<file path="config.mk">
export PLATFORM = sky130hd
export DESIGN_NAME = rrg_top
export DESIGN_NICKNAME = d
export VERILOG_FILES = /design/src/rrg_pkg.sv /design/src/rrg_chan_if.sv /design/src/rrg_match.sv /design/src/rrg_pulse.sv /design/src/rrg_top.sv
export VERILOG_INCLUDE_DIRS = /design/src
export SDC_FILE = /design/constraint.sdc
export NUM_CORES = 1
export LEC_CHECK = 0
export BUFFER_PORTS_ARGS = -buffer_cell sky130_fd_sc_hd__buf_2
export CAP_MARGIN = 5
export CORE_MARGIN = 3
export CORE_UTILIZATION = 35
export DETAILED_ROUTE_END_ITERATION = 6
export PLACE_DENSITY = 0.51
export SLEW_MARGIN = 10
export SYNTH_ARGS = -nofsm -noshare
export SYNTH_HDL_FRONTEND = slang
export SYNTH_HIERARCHICAL = 1
export SYNTH_SLANG_ARGS = --single-unit
</file>
<file path="constraint.sdc">
create_clock -name clk -period 11.2 [get_ports clk]
set_input_delay 1.68 -clock clk [delete_from_list [all_inputs] [get_ports clk]]
set_output_delay 1.68 -clock clk [all_outputs]
set_load 0.1 [all_outputs]
</file>
<file path="src/rrg_defs.svh">
// register offsets, field positions, reset values and timing figures of the reset generator
// assumes an 8-bit register port and a 100 ns system clock
`ifndef RRG_DEFS_SVH
`define RRG_DEFS_SVH

// ----------------------------------------
// register offsets
// ----------------------------------------
`define RRG_PRI_SEL_A_OFF 8'h29
`define RRG_PRI_SEL_B_OFF 8'h2A
`define RRG_PRI_SEL_C_OFF 8'h2B
`define RRG_SEC_SEL_A_OFF 8'h2C
`define RRG_SEC_SEL_B_OFF 8'h2D
`define RRG_CFG_OFF 8'h2E
`define RRG_STATUS_OFF 8'h40

// ----------------------------------------
// field positions and reset values
// ----------------------------------------
`define RRG_LEVEL_BIT 7
`define RRG_CODE_MSB 6
`define RRG_SEC_POL_BIT 7
`define RRG_PRI_POL_BIT 6
`define RRG_MERGE_BIT 5
`define RRG_HOLD_MSB 4
`define RRG_HOLD_LSB 2
`define RRG_WIDTH_MSB 1
`define RRG_WIDTH_LSB 0
`define RRG_REG_RESET 8'h00
`define RRG_KEY_LAST 7'h19

// ----------------------------------------
// timing figures
// ----------------------------------------
`define RRG_CLK_NS 100
`define RRG_HOLD_BASE_MS 1000
`define RRG_HOLD_STEP_MS 500
`define RRG_PW0_US 500
`define RRG_PW1_US 1000
`define RRG_PW2_US 2000
`define RRG_PW3_US 10000

`endif

</file>
<file path="src/rrg_pkg.sv">
// types shared by the reset generator modules
// assumes nothing beyond a SystemVerilog compiler
package rrg_pkg;
	typedef logic [25:0] rrg_cnt_t;

	typedef struct packed {
		logic level;
		logic [6:0] code;
	} rrg_sel_s;

	typedef enum logic [1:0] {
		RRG_IDLE = 2'b00,
		RRG_HOLD = 2'b01,
		RRG_PULSE = 2'b10,
		RRG_WAIT = 2'b11
	} rrg_state_e;
endpackage

</file>
<file path="src/rrg_chan_if.sv">
// one reset channel: match condition and timing in, pulse activity out
// assumes the top drives the ctl side and a pulse engine the gen side
`timescale 1ns/1ps
`default_nettype none
interface rrg_chan_if;
	logic cond;
	rrg_pkg::rrg_cnt_t hold_cyc;
	rrg_pkg::rrg_cnt_t width_cyc;
	logic active;

	modport gen (input cond, input hold_cyc, input width_cyc, output active);
	modport ctl (output cond, output hold_cyc, output width_cyc, input active);
endinterface
`default_nettype wire

</file>
<file path="src/rrg_match.sv">
// one event selector compared against the live event state vector
// assumes event_level bit n is the present state of event code n
`timescale 1ns/1ps
`default_nettype none
module rrg_match (
	input wire logic [6:0] code,
	input wire logic level,
	input wire logic [6:0] key_last,
	input wire logic [127:0] event_level,
	output logic enabled,
	output logic hit
);
	logic is_key;
	logic state;

	assign enabled = (code != 7'h00);
	assign is_key = (code <= key_last);
	assign state = event_level[code];
	// key: only a held press counts, a release selection never matches
	// other sources: the level bit picks active or inactive
	assign hit = enabled && (is_key ? (level && state) : (state == level));
endmodule
`default_nettype wire

</file>
<file path="src/rrg_pulse.sv">
// hold timer and pulse former for one reset output
// assumes hold and width counts are stable while a pulse is pending
`timescale 1ns/1ps
`default_nettype none
module rrg_pulse (
	input wire logic clk,
	input wire logic arst_n,
	rrg_chan_if.gen ch
);
	rrg_pkg::rrg_state_e state;
	rrg_pkg::rrg_cnt_t cnt;
	rrg_pkg::rrg_cnt_t cond_run;
	rrg_pkg::rrg_cnt_t act_len;

	assign ch.active = (state == rrg_pkg::RRG_PULSE);

	// ----------------------------------------
	// sequence
	// ----------------------------------------
	// one pulse per assertion of the condition: rearm only after it drops
	always_ff @(posedge clk or negedge arst_n) begin
		if (!arst_n) begin
			state <= rrg_pkg::RRG_IDLE;
			cnt <= '0;
		end else begin
			unique case (state)
				rrg_pkg::RRG_IDLE: begin
					cnt <= 26'h0000001;
					if (ch.cond) begin
						if (ch.hold_cyc <= 26'h0000001) begin
							state <= rrg_pkg::RRG_PULSE;
							cnt <= '0;
						end else begin
							state <= rrg_pkg::RRG_HOLD;
						end
					end
				end
				rrg_pkg::RRG_HOLD: begin
					if (!ch.cond) begin
						state <= rrg_pkg::RRG_IDLE;
					end else if (cnt >= ch.hold_cyc - 26'h0000001) begin
						state <= rrg_pkg::RRG_PULSE;
						cnt <= '0;
					end else begin
						cnt <= cnt + 26'h0000001;
					end
				end
				rrg_pkg::RRG_PULSE: begin
					if (cnt >= ch.width_cyc - 26'h0000001) begin
						state <= rrg_pkg::RRG_WAIT;
					end else begin
						cnt <= cnt + 26'h0000001;
					end
				end
				rrg_pkg::RRG_WAIT: begin
					if (!ch.cond) begin
						state <= rrg_pkg::RRG_IDLE;
					end
				end
			endcase
		end
	end

	// ----------------------------------------
	// checks
	// ----------------------------------------
	always_ff @(posedge clk or negedge arst_n) begin
		if (!arst_n) begin
			cond_run <= '0;
			act_len <= '0;
		end else begin
			cond_run <= !ch.cond ? '0 : ((&cond_run) ? cond_run : cond_run + 26'h0000001);
			act_len <= ch.active ? act_len + 26'h0000001 : '0;
		end
	end

	hold_time_met_a: assert property (
		@(posedge clk) disable iff (!arst_n)
		$rose(ch.active) |-> (cond_run >= ch.hold_cyc) && $past(ch.cond))
		else $error("pulse started before the hold time elapsed");

	pulse_width_exact_a: assert property (
		@(posedge clk) disable iff (!arst_n)
		$fell(ch.active) |-> act_len == $past(ch.width_cyc))
		else $error("pulse length differs from the selected width");
endmodule
`default_nettype wire

</file>
<file path="src/rrg_top.sv">
// event combination reset generator: selectors, config, two reset outputs
// assumes synchronous inputs, a 10 MHz clock and a one-cycle strobe register port
//
// Overview of operation
// - primary output uses up to three selectors A, B, C, each with level bit
// - secondary output uses up to two selectors A, B, each with level bit
// - a selector whose code is zero takes no part in matching
// - output triggers only while all enabled selectors match at once
// - bit 7 of each selector register is its level qualifier
// - for a key code, level one makes a held press count
// - for a key code, level zero never matches; releases never cause reset
// - for inputs and logic outputs, level picks inactive or active state
// - shared hold time: immediate or 1.0 s to 4.0 s in 0.5 s steps
// - shared pulse width: 500 us, 1 ms, 2 ms or 10 ms
// - each output has its own polarity bit, zero low, one high
// - merge bit ORs external reset pin into primary output only
//
// The strobed register port is this design's own decision.
`include "rrg_defs.svh"
`timescale 1ns/1ps
`default_nettype none
module rrg_top #(
	parameter int unsigned HOLD_BASE_CYC = (`RRG_HOLD_BASE_MS * 1000000) / `RRG_CLK_NS,
	parameter int unsigned HOLD_STEP_CYC = (`RRG_HOLD_STEP_MS * 1000000) / `RRG_CLK_NS,
	parameter int unsigned PW0_CYC = (`RRG_PW0_US * 1000 + `RRG_CLK_NS - 1) / `RRG_CLK_NS,
	parameter int unsigned PW1_CYC = (`RRG_PW1_US * 1000 + `RRG_CLK_NS - 1) / `RRG_CLK_NS,
	parameter int unsigned PW2_CYC = (`RRG_PW2_US * 1000 + `RRG_CLK_NS - 1) / `RRG_CLK_NS,
	parameter int unsigned PW3_CYC = (`RRG_PW3_US * 1000 + `RRG_CLK_NS - 1) / `RRG_CLK_NS,
	parameter logic [6:0] KEY_LAST = `RRG_KEY_LAST
) (
	input wire logic clk,
	input wire logic arst_n,
	input wire logic [7:0] addr,
	input wire logic [7:0] wr_data,
	input wire logic wr_en,
	input wire logic rd_en,
	output logic [7:0] rd_data,
	input wire logic [127:0] event_level,
	input wire logic ext_reset_n,
	output logic primary_reset_out,
	output logic secondary_reset_out
);
	localparam int NSEL = 5;
	localparam logic [7:0] SEL_OFF [NSEL] = '{`RRG_PRI_SEL_A_OFF, `RRG_PRI_SEL_B_OFF,
		`RRG_PRI_SEL_C_OFF, `RRG_SEC_SEL_A_OFF, `RRG_SEC_SEL_B_OFF};

	rrg_pkg::rrg_sel_s sel [NSEL];
	logic [7:0] cfg;
	logic [NSEL-1:0] sel_en;
	logic [NSEL-1:0] sel_hit;
	logic [NSEL-1:0] sel_ok;
	logic [1:0] chan_cond;
	logic [1:0] chan_active;
	logic [2:0] event_hold_time;
	logic [1:0] pulse_width;
	logic primary_out_polarity;
	logic secondary_out_polarity;
	logic ext_reset_merge_en;
	rrg_pkg::rrg_cnt_t hold_cyc;
	rrg_pkg::rrg_cnt_t width_cyc;
	logic primary_assert;
	logic secondary_assert;
	logic [7:0] next_rd_data;

	// ----------------------------------------
	// selectors
	// ----------------------------------------
	for (genvar i = 0; i < NSEL; i++) begin : g_sel
		always_ff @(posedge clk or negedge arst_n) begin
			if (!arst_n) begin
				sel[i] <= `RRG_REG_RESET;
			end else if (wr_en && addr == SEL_OFF[i]) begin
				sel[i].level <= wr_data[`RRG_LEVEL_BIT];
				sel[i].code <= wr_data[`RRG_CODE_MSB:0];
			end
		end

		rrg_match u_match (
			.code(sel[i].code),
			.level(sel[i].level),
			.key_last(KEY_LAST),
			.event_level(event_level),
			.enabled(sel_en[i]),
			.hit(sel_hit[i])
		);
	end

	// unused selectors pass, but a channel with none enabled never fires
	assign sel_ok = sel_hit | ~sel_en;
	assign chan_cond[0] = (|sel_en[2:0]) && (&sel_ok[2:0]);
	assign chan_cond[1] = (|sel_en[4:3]) && (&sel_ok[4:3]);

	// ----------------------------------------
	// configuration
	// ----------------------------------------
	always_ff @(posedge clk or negedge arst_n) begin
		if (!arst_n) begin
			cfg <= `RRG_REG_RESET;
		end else if (wr_en && addr == `RRG_CFG_OFF) begin
			cfg <= wr_data;
		end
	end

	assign secondary_out_polarity = cfg[`RRG_SEC_POL_BIT];
	assign primary_out_polarity = cfg[`RRG_PRI_POL_BIT];
	assign ext_reset_merge_en = cfg[`RRG_MERGE_BIT];
	assign event_hold_time = cfg[`RRG_HOLD_MSB:`RRG_HOLD_LSB];
	assign pulse_width = cfg[`RRG_WIDTH_MSB:`RRG_WIDTH_LSB];

	// ----------------------------------------
	// timing selection
	// ----------------------------------------
	always_comb begin
		hold_cyc = '0;
		if (event_hold_time != 3'h0) begin
			hold_cyc = 26'(HOLD_BASE_CYC + (32'(event_hold_time) - 32'd1) * HOLD_STEP_CYC);
		end
	end

	always_comb begin
		unique case (pulse_width)
			2'h0: width_cyc = 26'(PW0_CYC);
			2'h1: width_cyc = 26'(PW1_CYC);
			2'h2: width_cyc = 26'(PW2_CYC);
			2'h3: width_cyc = 26'(PW3_CYC);
		endcase
	end

	// ----------------------------------------
	// pulse engines
	// ----------------------------------------
	rrg_chan_if chan [2] ();

	for (genvar c = 0; c < 2; c++) begin : g_chan
		assign chan[c].cond = chan_cond[c];
		assign chan[c].hold_cyc = hold_cyc;
		assign chan[c].width_cyc = width_cyc;
		assign chan_active[c] = chan[c].active;

		rrg_pulse u_pulse (
			.clk(clk),
			.arst_n(arst_n),
			.ch(chan[c])
		);
	end

	// ----------------------------------------
	// outputs
	// ----------------------------------------
	// the pin merge bypasses the hold timer so an external reset acts at once
	assign primary_assert = chan_active[0] || (ext_reset_merge_en && !ext_reset_n);
	assign secondary_assert = chan_active[1];

	always_ff @(posedge clk or negedge arst_n) begin
		if (!arst_n) begin
			primary_reset_out <= 1'b1;
		end else begin
			primary_reset_out <= primary_out_polarity ? primary_assert : !primary_assert;
		end
	end

	always_ff @(posedge clk or negedge arst_n) begin
		if (!arst_n) begin
			secondary_reset_out <= 1'b1;
		end else begin
			secondary_reset_out <= secondary_out_polarity ? secondary_assert : !secondary_assert;
		end
	end

	// ----------------------------------------
	// register reads
	// ----------------------------------------
	always_comb begin
		next_rd_data = 8'h00;
		for (int i = 0; i < NSEL; i++) begin
			if (addr == SEL_OFF[i]) begin
				next_rd_data = sel[i];
			end
		end
		if (addr == `RRG_CFG_OFF) begin
			next_rd_data = cfg;
		end
		if (addr == `RRG_STATUS_OFF) begin
			next_rd_data = {4'h0, chan_active[1], chan_active[0], chan_cond[1], chan_cond[0]};
		end
	end

	// read data stand only in the cycle after the strobe
	always_ff @(posedge clk or negedge arst_n) begin
		if (!arst_n) begin
			rd_data <= 8'h00;
		end else begin
			rd_data <= rd_en ? next_rd_data : 8'h00;
		end
	end

	// ----------------------------------------
	// checks
	// ----------------------------------------
	zero_code_idle_a: assert property (
		@(posedge clk) disable iff (!arst_n)
		(sel[0].code == 7'h00 && sel[1].code == 7'h00 && sel[2].code == 7'h00) |-> !chan_cond[0])
		else $error("primary condition raised with no selector in use");

	all_match_a: assert property (
		@(posedge clk) disable iff (!arst_n)
		chan_cond[0] |-> (sel_hit[2:0] == sel_en[2:0]) && (sel_en[2:0] != 3'h0))
		else $error("primary condition raised while a selector misses");

	sec_match_a: assert property (
		@(posedge clk) disable iff (!arst_n)
		(sel_en[4:3] != 2'h0 && (sel_hit[4:3] | ~sel_en[4:3]) == 2'h3) |-> chan_cond[1])
		else $error("secondary condition missed a full match");

	key_release_a: assert property (
		@(posedge clk) disable iff (!arst_n)
		(sel[0].code != 7'h00 && sel[0].code <= KEY_LAST && !sel[0].level) |-> !sel_hit[0])
		else $error("key release selection matched");

	gen_level_a: assert property (
		@(posedge clk) disable iff (!arst_n)
		(sel[3].code > KEY_LAST) |-> sel_hit[3] == (event_level[sel[3].code] == sel[3].level))
		else $error("input level selection mismatched");

	level_store_a: assert property (
		@(posedge clk) disable iff (!arst_n)
		(wr_en && addr == `RRG_PRI_SEL_A_OFF) |=> sel[0].level == $past(wr_data[7]))
		else $error("level bit not taken from bit 7");

	pri_polarity_a: assert property (
		@(posedge clk) disable iff (!arst_n)
		(chan_active[0] && $stable(cfg))
			|=> primary_reset_out == $past(primary_out_polarity))
		else $error("primary output at wrong level during pulse");

	merge_pin_a: assert property (
		@(posedge clk) disable iff (!arst_n)
		(ext_reset_merge_en && !ext_reset_n && !chan_active[1] && $stable(cfg))
			|=> primary_reset_out == $past(primary_out_polarity)
			&& secondary_reset_out == !$past(secondary_out_polarity))
		else $error("pin merge reached the wrong output");

	// ----------------------------------------
	// condition, timing, output and register checks
	// ----------------------------------------
	// consequents take the polarity of the launching edge, so a config write mid-pulse is legal
	sec_zero_idle_a: assert property (
		@(posedge clk) disable iff (!arst_n)
		(sel[3].code == 7'h00 && sel[4].code == 7'h00) |-> !chan_cond[1])
		else $error("secondary condition raised with no selector in use");

	pri_full_match_a: assert property (
		@(posedge clk) disable iff (!arst_n)
		(sel_en[2:0] != 3'h0 && (sel_hit[2:0] | ~sel_en[2:0]) == 3'h7) |-> chan_cond[0])
		else $error("primary condition missed a full match");

	sec_all_match_a: assert property (
		@(posedge clk) disable iff (!arst_n)
		chan_cond[1] |-> (sel_hit[4:3] == sel_en[4:3]) && (sel_en[4:3] != 2'h0))
		else $error("secondary condition raised while a selector misses");

	sec_fire_a: assert property (
		@(posedge clk) disable iff (!arst_n)
		$rose(chan_active[1]) |-> $past(chan_cond[1]))
		else $error("secondary pulse started without its condition");

	key_press_a: assert property (
		@(posedge clk) disable iff (!arst_n)
		(sel[0].code != 7'h00 && sel[0].code <= KEY_LAST && sel[0].level)
			|-> sel_hit[0] == event_level[sel[0].code])
		else $error("held key press not matched");

	sec_key_release_a: assert property (
		@(posedge clk) disable iff (!arst_n)
		(sel[3].code != 7'h00 && sel[3].code <= KEY_LAST && !sel[3].level) |-> !sel_hit[3])
		else $error("secondary key release selection matched");

	pri_gen_level_a: assert property (
		@(posedge clk) disable iff (!arst_n)
		(sel[0].code > KEY_LAST) |-> sel_hit[0] == (event_level[sel[0].code] == sel[0].level))
		else $error("primary input level selection mismatched");

	sel_store_a: assert property (
		@(posedge clk) disable iff (!arst_n)
		(wr_en && addr == `RRG_SEC_SEL_B_OFF) |=> sel[4] == $past(wr_data))
		else $error("selector write not stored");

	cfg_store_a: assert property (
		@(posedge clk) disable iff (!arst_n)
		(wr_en && addr == `RRG_CFG_OFF) |=> cfg == $past(wr_data))
		else $error("config write not stored");

	sec_polarity_a: assert property (
		@(posedge clk) disable iff (!arst_n)
		chan_active[1] |=> secondary_reset_out == $past(secondary_out_polarity))
		else $error("secondary output at wrong level during pulse");

	pri_idle_level_a: assert property (
		@(posedge clk) disable iff (!arst_n)
		!primary_assert |=> primary_reset_out == !$past(primary_out_polarity))
		else $error("primary output not at idle level");

	sec_idle_level_a: assert property (
		@(posedge clk) disable iff (!arst_n)
		!chan_active[1] |=> secondary_reset_out == !$past(secondary_out_polarity))
		else $error("secondary output not at idle level");

	merge_off_a: assert property (
		@(posedge clk) disable iff (!arst_n)
		(!ext_reset_merge_en && !chan_active[0])
			|=> primary_reset_out == !$past(primary_out_polarity))
		else $error("pin reached the primary output with merge off");

	merge_on_a: assert property (
		@(posedge clk) disable iff (!arst_n)
		(ext_reset_merge_en && !ext_reset_n) |=> primary_reset_out == $past(primary_out_polarity))
		else $error("pin did not reach the primary output with merge on");

	hold_zero_a: assert property (
		@(posedge clk) disable iff (!arst_n)
		(event_hold_time == 3'h0) |-> hold_cyc == 26'h0000000)
		else $error("immediate hold code gives a nonzero count");

	hold_min_a: assert property (
		@(posedge clk) disable iff (!arst_n)
		(event_hold_time == 3'h1) |-> hold_cyc == 26'(HOLD_BASE_CYC))
		else $error("shortest hold count wrong");

	hold_max_a: assert property (
		@(posedge clk) disable iff (!arst_n)
		(event_hold_time == 3'h7) |-> hold_cyc == 26'(HOLD_BASE_CYC + 6 * HOLD_STEP_CYC))
		else $error("longest hold count wrong");

	width_short_a: assert property (
		@(posedge clk) disable iff (!arst_n)
		(pulse_width == 2'h0) |-> width_cyc == 26'(PW0_CYC))
		else $error("shortest width count wrong");

	width_long_a: assert property (
		@(posedge clk) disable iff (!arst_n)
		(pulse_width == 2'h3) |-> width_cyc == 26'(PW3_CYC))
		else $error("longest width count wrong");

	read_idle_a: assert property (
		@(posedge clk) disable iff (!arst_n)
		!rd_en |=> rd_data == 8'h00)
		else $error("read data outside the read cycle");

	read_cfg_a: assert property (
		@(posedge clk) disable iff (!arst_n)
		(rd_en && addr == `RRG_CFG_OFF) |=> rd_data == $past(cfg))
		else $error("config read back wrong");

	read_status_a: assert property (
		@(posedge clk) disable iff (!arst_n)
		(rd_en && addr == `RRG_STATUS_OFF)
			|=> rd_data == {4'h0, $past(chan_active), $past(chan_cond)})
		else $error("status read back wrong");
endmodule
`default_nettype wire

</file>
# Word level (Yosys, flattened, before mapping)
# Cells that the tools add are included.
# W data, S select, Z words.
totals:
  regBits: 114
  inputBits: 149
  output_inout_bits: 10
  wordCells: 168
op_classes:
  n_addsub: 6
  n_mul: 1
  order_cmp: 15
  n_eq_ne: 33
  mux: 51
  n_bitwise: 2
  n_reduce_logical: 42
ops:
  columns: ["op", "n"]
  rows:
  - ["$mux W26", 9]
  - ["$pmux W26 S3", 2]
  - ["$ge A26 B26 Y1", 4]
  - ["$pmux W26 S4", 1]
  - ["$mux W8", 8]
  - ["$add A26 B1 Y26 const B", 2]
  - ["$sub A26 B1 Y26 const B", 2]
  - ["$eq A8 B6 Y1 const B", 6]
  - ["$lt A7 B8 Y1 const B", 5]
  - ["$bmux W1 S7", 5]
  - ["$le A7 B5 Y1 const B", 5]
  - ["$reduce_bool A7 Y1", 5]
  - ["$mul A32 B17 Y20 const B", 1]
  - ["$add A24 B26 Y26 const A", 1]
  - ["$le A26 B1 Y1 const B", 1]
  - ["$mux W2", 11]
  - ["$logic_and A1 B1 Y1", 19]
  - ["$pmux W2 S4", 2]
  - ["$mux W1", 13]
  - ["$eq A2 B2 Y1 const B", 6]
  - ["$ne A2 B1 Y1 const B", 6]
  - ["$reduce_and A3 Y1", 3]
  - ["$reduce_bool A3 Y1", 3]
  - ["$eq A8 B7 Y1 const B", 1]
  - ["other kinds (14)", 29]

# Longest topological paths before layout
depth:
  word_depth: 10
  mapped_depth: 35
  mapped_depth_nobuf: 33

# Cells and area by module
# Netlist, hierarchy kept.
modules_own_cells:
  columns: ["module", "n_inst", "cells_each", "area_per_inst_um2", "seq_area_each_um2"]
  rows:
  - ["rrg_match", 5, 149, 1410.1, 0.0]
  - ["rrg_top", 1, 472, 4813.4, 1453.9]
  - ["rrg_pulse (g_chan[1].u_pulse)", 1, 459, 3863.7, 700.7]
  - ["rrg_pulse (g_chan[0].u_pulse)", 1, 456, 3778.6, 700.7]

# Worst setup path before layout
# No wires, ideal clock.
synth_timing:
  kind: "reg-to-reg"
  from: "register cfg[2]"
  to: "register g_chan[0].u_pulse.cnt[18]"
  setup_ns: 0.133
  t_arrival_ns: 7.844
  t_required_ns: 11.067
  setup_slack_ns: 3.223
  stages_incl_launch_ff: 35
  n_path_buf: 4
  synth_period_minus_slack_ns: 7.977
  cell_sequence: "dfrtp_1 > clkbuf_1 > inv_1 > ha_1 > buf_2 > clkinv_1 > ha_1 > inv_1 > ha_1 > inv_1 > ha_1 > ha_1 > fa_1 > ha_1 > or2_2 > a21oi_1 > a311oi_1 > a21oi_1 > xor2_1 > nor2_1 > or4_1 > or3_1 > nor2_2 > nand2_1 > xor2_1 > ha_1 > nand3_1 > nor4_1 > nand3_1 > o22ai_1 > a211oi_4 > nand2b_1 > buf_2 > buf_2 > o211ai_1"
synth_via:
  elab_chain_cells: 9
  elab_cells_between_ends: 10
  classes_between: "3 x add/sub; 1 x mul; 1 x order compare; 4 x mux; 1 x reduce/logical"
synth_lines:
  columns: ["item", "line", "source"]
  rows:
  - ["start: declaration", "rrg_top.sv:48", "logic [7:0] cfg;"]
  - ["start signal: assignment", "rrg_top.sv:98", "cfg <= `RRG_REG_RESET;"]
  - ["start signal: assignment", "rrg_top.sv:100", "cfg <= wr_data;"]
  - ["$sub A3 B1 Y4", "rrg_top.sv:116", "hold_cyc = 26'(HOLD_BASE_CYC + (32'(event_hold_time) - 32'd1) * HOLD_STEP_CYC);"]
  - ["$mul A32 B17 Y20", "rrg_top.sv:116", null]
  - ["$add A24 B26 Y26", "rrg_top.sv:116", null]
  - ["$mux W26 (*)", "rrg_top.sv:115", "if (event_hold_time != 3'h0) begin"]
  - ["net chan[0].hold_cyc[16]", "rrg_chan_if.sv:7", "rrg_pkg::rrg_cnt_t hold_cyc;"]
  - ["$sub A26 B1 Y26 (*)", "rrg_pulse.sv:41", "end else if (cnt >= ch.hold_cyc - 26'h0000001) begin"]
  - ["$ge A26 B26 Y1 (*)", "rrg_pulse.sv:41", null]
  - ["$mux W26 (*)", "rrg_pulse.sv:41", null]
  - ["$mux W26 (*)", "rrg_pulse.sv:39", "if (!ch.cond) begin"]
  - ["$pmux W26 S3 (*)", "rrg_pulse.sv:26", "unique case (state)"]
  - ["end signal: assignment", "rrg_pulse.sv:45", "cnt <= cnt + 26'h0000001;"]
  - ["end signal: assignment", "rrg_pulse.sv:52", "cnt <= cnt + 26'h0000001;"]
  - ["end: declaration", "rrg_pulse.sv:11", "rrg_pkg::rrg_cnt_t cnt;"]
# Mark *: on every way through the listed nets, which the timed path passes. The rest lies on a longest branch. The select of a mux whose other input is x is not followed.
# A chain may end at the register's enable or synchronous reset.

# Worst setup path in the final report
layout_timing:
  from: "register cfg[2]"
  to: "register g_chan[0].u_pulse.cnt[4]"
# Same word-level chain as after synthesis.

==> results.md <==
- Post-Synth Adder-Cell Area: 0.153
- Max Freq: between 100 and 150 MHz
- Avg WL per Cell: around 22 um
- Final Power: between 0.003 and 0.004 W
- Count of different cell masters after synthesis: between 100 and 150
- Net Sw Power: 0.00169 W
- 1st-iter DRT viols: between 1,500 and 2,000
- Vias in the first global route: roughly 18,000
- Final Util: 0.403
- Clock skew: 0.0103 ns
- Synth top area share: 0.144
- EDFF count, synth: 0
- Die Wd: between 200 and 250 um
- Mapped Cells: around 2,100
- Clock power share: 0.176
- Sequential cell area: roughly 2900 sq um
- Worst EP arrival: 9.97 ns
- All-layer global routing usage: 0.234
- Antenna violation net count after detailed routing: 0
- Slowest-stage cell, CP: ha_1
- Hold path start: cfg[6]
- YS warnings: 6
- Syn-to-layout area delta: 12.5%
- Kind of critical path: reg2reg
- # setup viols final: 0
- Largest cells by area after synthesis: dfrtp_1 (14%), ha_1 (14%), mux4_2 (8.7%)
- Most frequent CP cell: ha_1
- Final RePlAce weighted congestion: 0.940
- Critical Path Sink Type: flip-flop
- Post-synth ARST share: 1.00
- Total clock sinks: 114
- Post-synthesis sequential area ratio: 0.146
- Max-slew violations: 0
- Die Area: about 59,000 sq um
- Pwr dens: 153 nW/um^2
- Synth Area in Compound Gates: 0.178
- Max stage delay on crit path: between 0.7 and 0.8 ns
- GR Overflow Total: 0
- Sw frac: 0.502
- DR pass1 iterations: 7
- Resized Gates After CTS: 0
- Core area: 54,500 sq um
- Xor and xnor area share after synthesis: 0.0571
- Status: finished, final reports clean
- N_diodes: 0
- # IOs: about 160
- Slew HR: 0.241
- Setup slack, reg-to-reg: roughly 1.6 ns
- Startpoint Class: flip-flop
- Root Driver: clkbuf_16
- CP Max Fanout: 27
- Seq pwr share: 0.144
- Via count: about 18,000
- HP Class: reg2reg
- Port Buffers: 158
- Leading area contributor after synthesis: dfrtp_1
- Die Height: ~240 um
- CTS buffer count: 17
- Filler cells: between 5,000 and 6,000
- Internal: approximately 0.0017 W
- # rows: 85
- Initial antenna violation count: 1
- Final period utilization: 0.860
- Final setup TNS: 0 ns
- Mapped Area: just under 20,000 sq um
- Multi-input combinational cell area: 16,100 sq um
- Worst setup startpoint: cfg[2]
- Layout cells sized above 1: 0.178
- Postcts setup bufs: 0
- Mux cell area share after synthesis: 0.217
- Largest family of logic cells by synthesized area: multiplexers
- # DRC: 0
- Pleak: ~9.4 nW
- CP required: approximately 12 ns
- CTS Hold Bufs: 0
- Reg2reg start: cfg[2]
- Worst-Skew Late Latency: between 0.4 and 0.5 ns
- Vias per Instance: approximately 5.8
- Avg Inst Size Synth: between 9 and 10 sq um
- Final Hold Fails: 0
- CTS tree: done
- RSZ-0062 raised after global routing: no
- VDD IR-drop max: about 0.00019 V
- Final nets: around 2,800
- Clk buf depth: 2
- H-tree Lvls: 4
- Combinational share of power: 0.679
- First-pass GRT wire length: approximately 110,000 um
- Simple-gate area share of the yosys netlist: 0.188
- Predominant post-synthesis flop cell: dfrtp_1
- Detailed-route wire length: roughly 70,000 um
- CP top delay family: adder cells
- Worst slew pin tran: about 1.1 ns
- HPWL after DPL: roughly 53,000 um
- Hold WS: ~0.47 ns
- CP bufs+invs: 5
- Tmin final: slightly below 10 ns
- Largest net degree at the start of global routing: between 60 and 70
- Yosys reg bits: around 110
- Max Cap Viol: 0
- Clk pin slew, worst setup/hold paths: roughly 0.060 ns
- Initial Utilization: 0.358
-- worst reg2reg max path: cells and delay by family, from the launching register on --
kind	cells	cell delay [ns]
AOI/OAI and AO/OA	7	2.07
xor gates and xnor gates	2	0.35
adders and majority gates	8	2.93
buffers and inverters	5	1.28
DFF	1	0.57
and+or+nand+nor	9	2.37
-- per-layer routing --
| layer | wire length, um | vias to the layer above | global-route usage |
|---|---|---|---|
| li1 | - | 8583 | - |
| met1 | 31200 | 8999 | 0.319 |
| met2 | 31800 | 678 | 0.375 |
| met3 | 4430 | 128 | 0.0345 |
| met4 | 2330 | 0 | 0.0916 |
| met5 | 0 | - | 0 |
-- power groups by stage --
stage          registers [W]  logic [W]  clock network, W
2_1_floorplan       0.000494    0.00175                 0
3_3_place_gp        0.000492    0.00223                 0
3_5_place_dp        0.000493    0.00226                 0
4_1_cts             0.000486    0.00228          0.000605
5_1_grt             0.000491    0.00253          0.000621
6_report            0.000486    0.00229          0.000593
-- sequential cells by signal, indices dropped and copies added, names as in the netlist --
register	flops
cfg	8
g_chan.u_pulse/cnt	52
g_chan.u_pulse/state	4
rd_data	8
secondary_reset_out	1
primary_reset_out	1
sel	40
-- area by class of cell --
class,instances,area share
flip-flops and latches,114,0.130
inverters,121,0.0207
repair buffers,184,0.0451
well taps,739,0.0422
clock inverters,15,0.00890
multi-input cells,1960,0.733
clock buffers,17,0.0194
-- path summary, 6_finish.rpt --
kind / to / cells after the start
max: g_chan[0].u_pulse/cnt[4] / 31
min: primary_reset_out / 1
max reg2reg: g_chan[0].u_pulse/cnt[4] / 31
min reg2reg: primary_reset_out / 1
max in group asynchronous: sel[33] / 2
min in group asynchronous: g_chan[0].u_pulse/cnt[5] / 1
-- Yosys cell counts, types with 46 or more instances --
cell type / count
mux2_2: 75
inv_1: 120
o21ai_0: 46
nand2_1: 161
dfrtp_1: 112
nand3_1: 75
nor2_1: 126
xnor2_1: 81
a21oi_1: 77
mux2i_1: 105
mux4_2: 75
nor2b_1: 59
ha_1: 220
-- cell families after synthesis --
logic type | Yosys count
xor gates and xnor gates | 125
and+or+nand+nor | 691
muxes | 280
adders and majority gates | 232
buffers and inverters | 218
DFF | 114
AOI/OAI and AO/OA | 470
other | 2
-- cells in the final DEF (no fill, tap or decap), drive strengths merged, types with 53 or more instances in the layout --
cell type,n
a21oi,80
buf,184
conb,162
dfrtp,112
ha,220
inv,127
mux2,75
mux2i,105
mux4,100
nand2,162
nand3,77
nor2,129
nor2b,59
nor3,53
o21ai,80
xnor2,81
-- per-stage QoR --
stage,setup WS [ns],instance area (sq um),cells
6_report,1.57,21900,3150
3_3_place_gp,1.87,21300,3118
5_1_grt,0.821,21900,3150
3_5_place_dp,1.62,21300,3118
4_1_cts,1.57,21900,3150
2_1_floorplan,3.22,20100,2292
(Power assumes the default switching activity.)
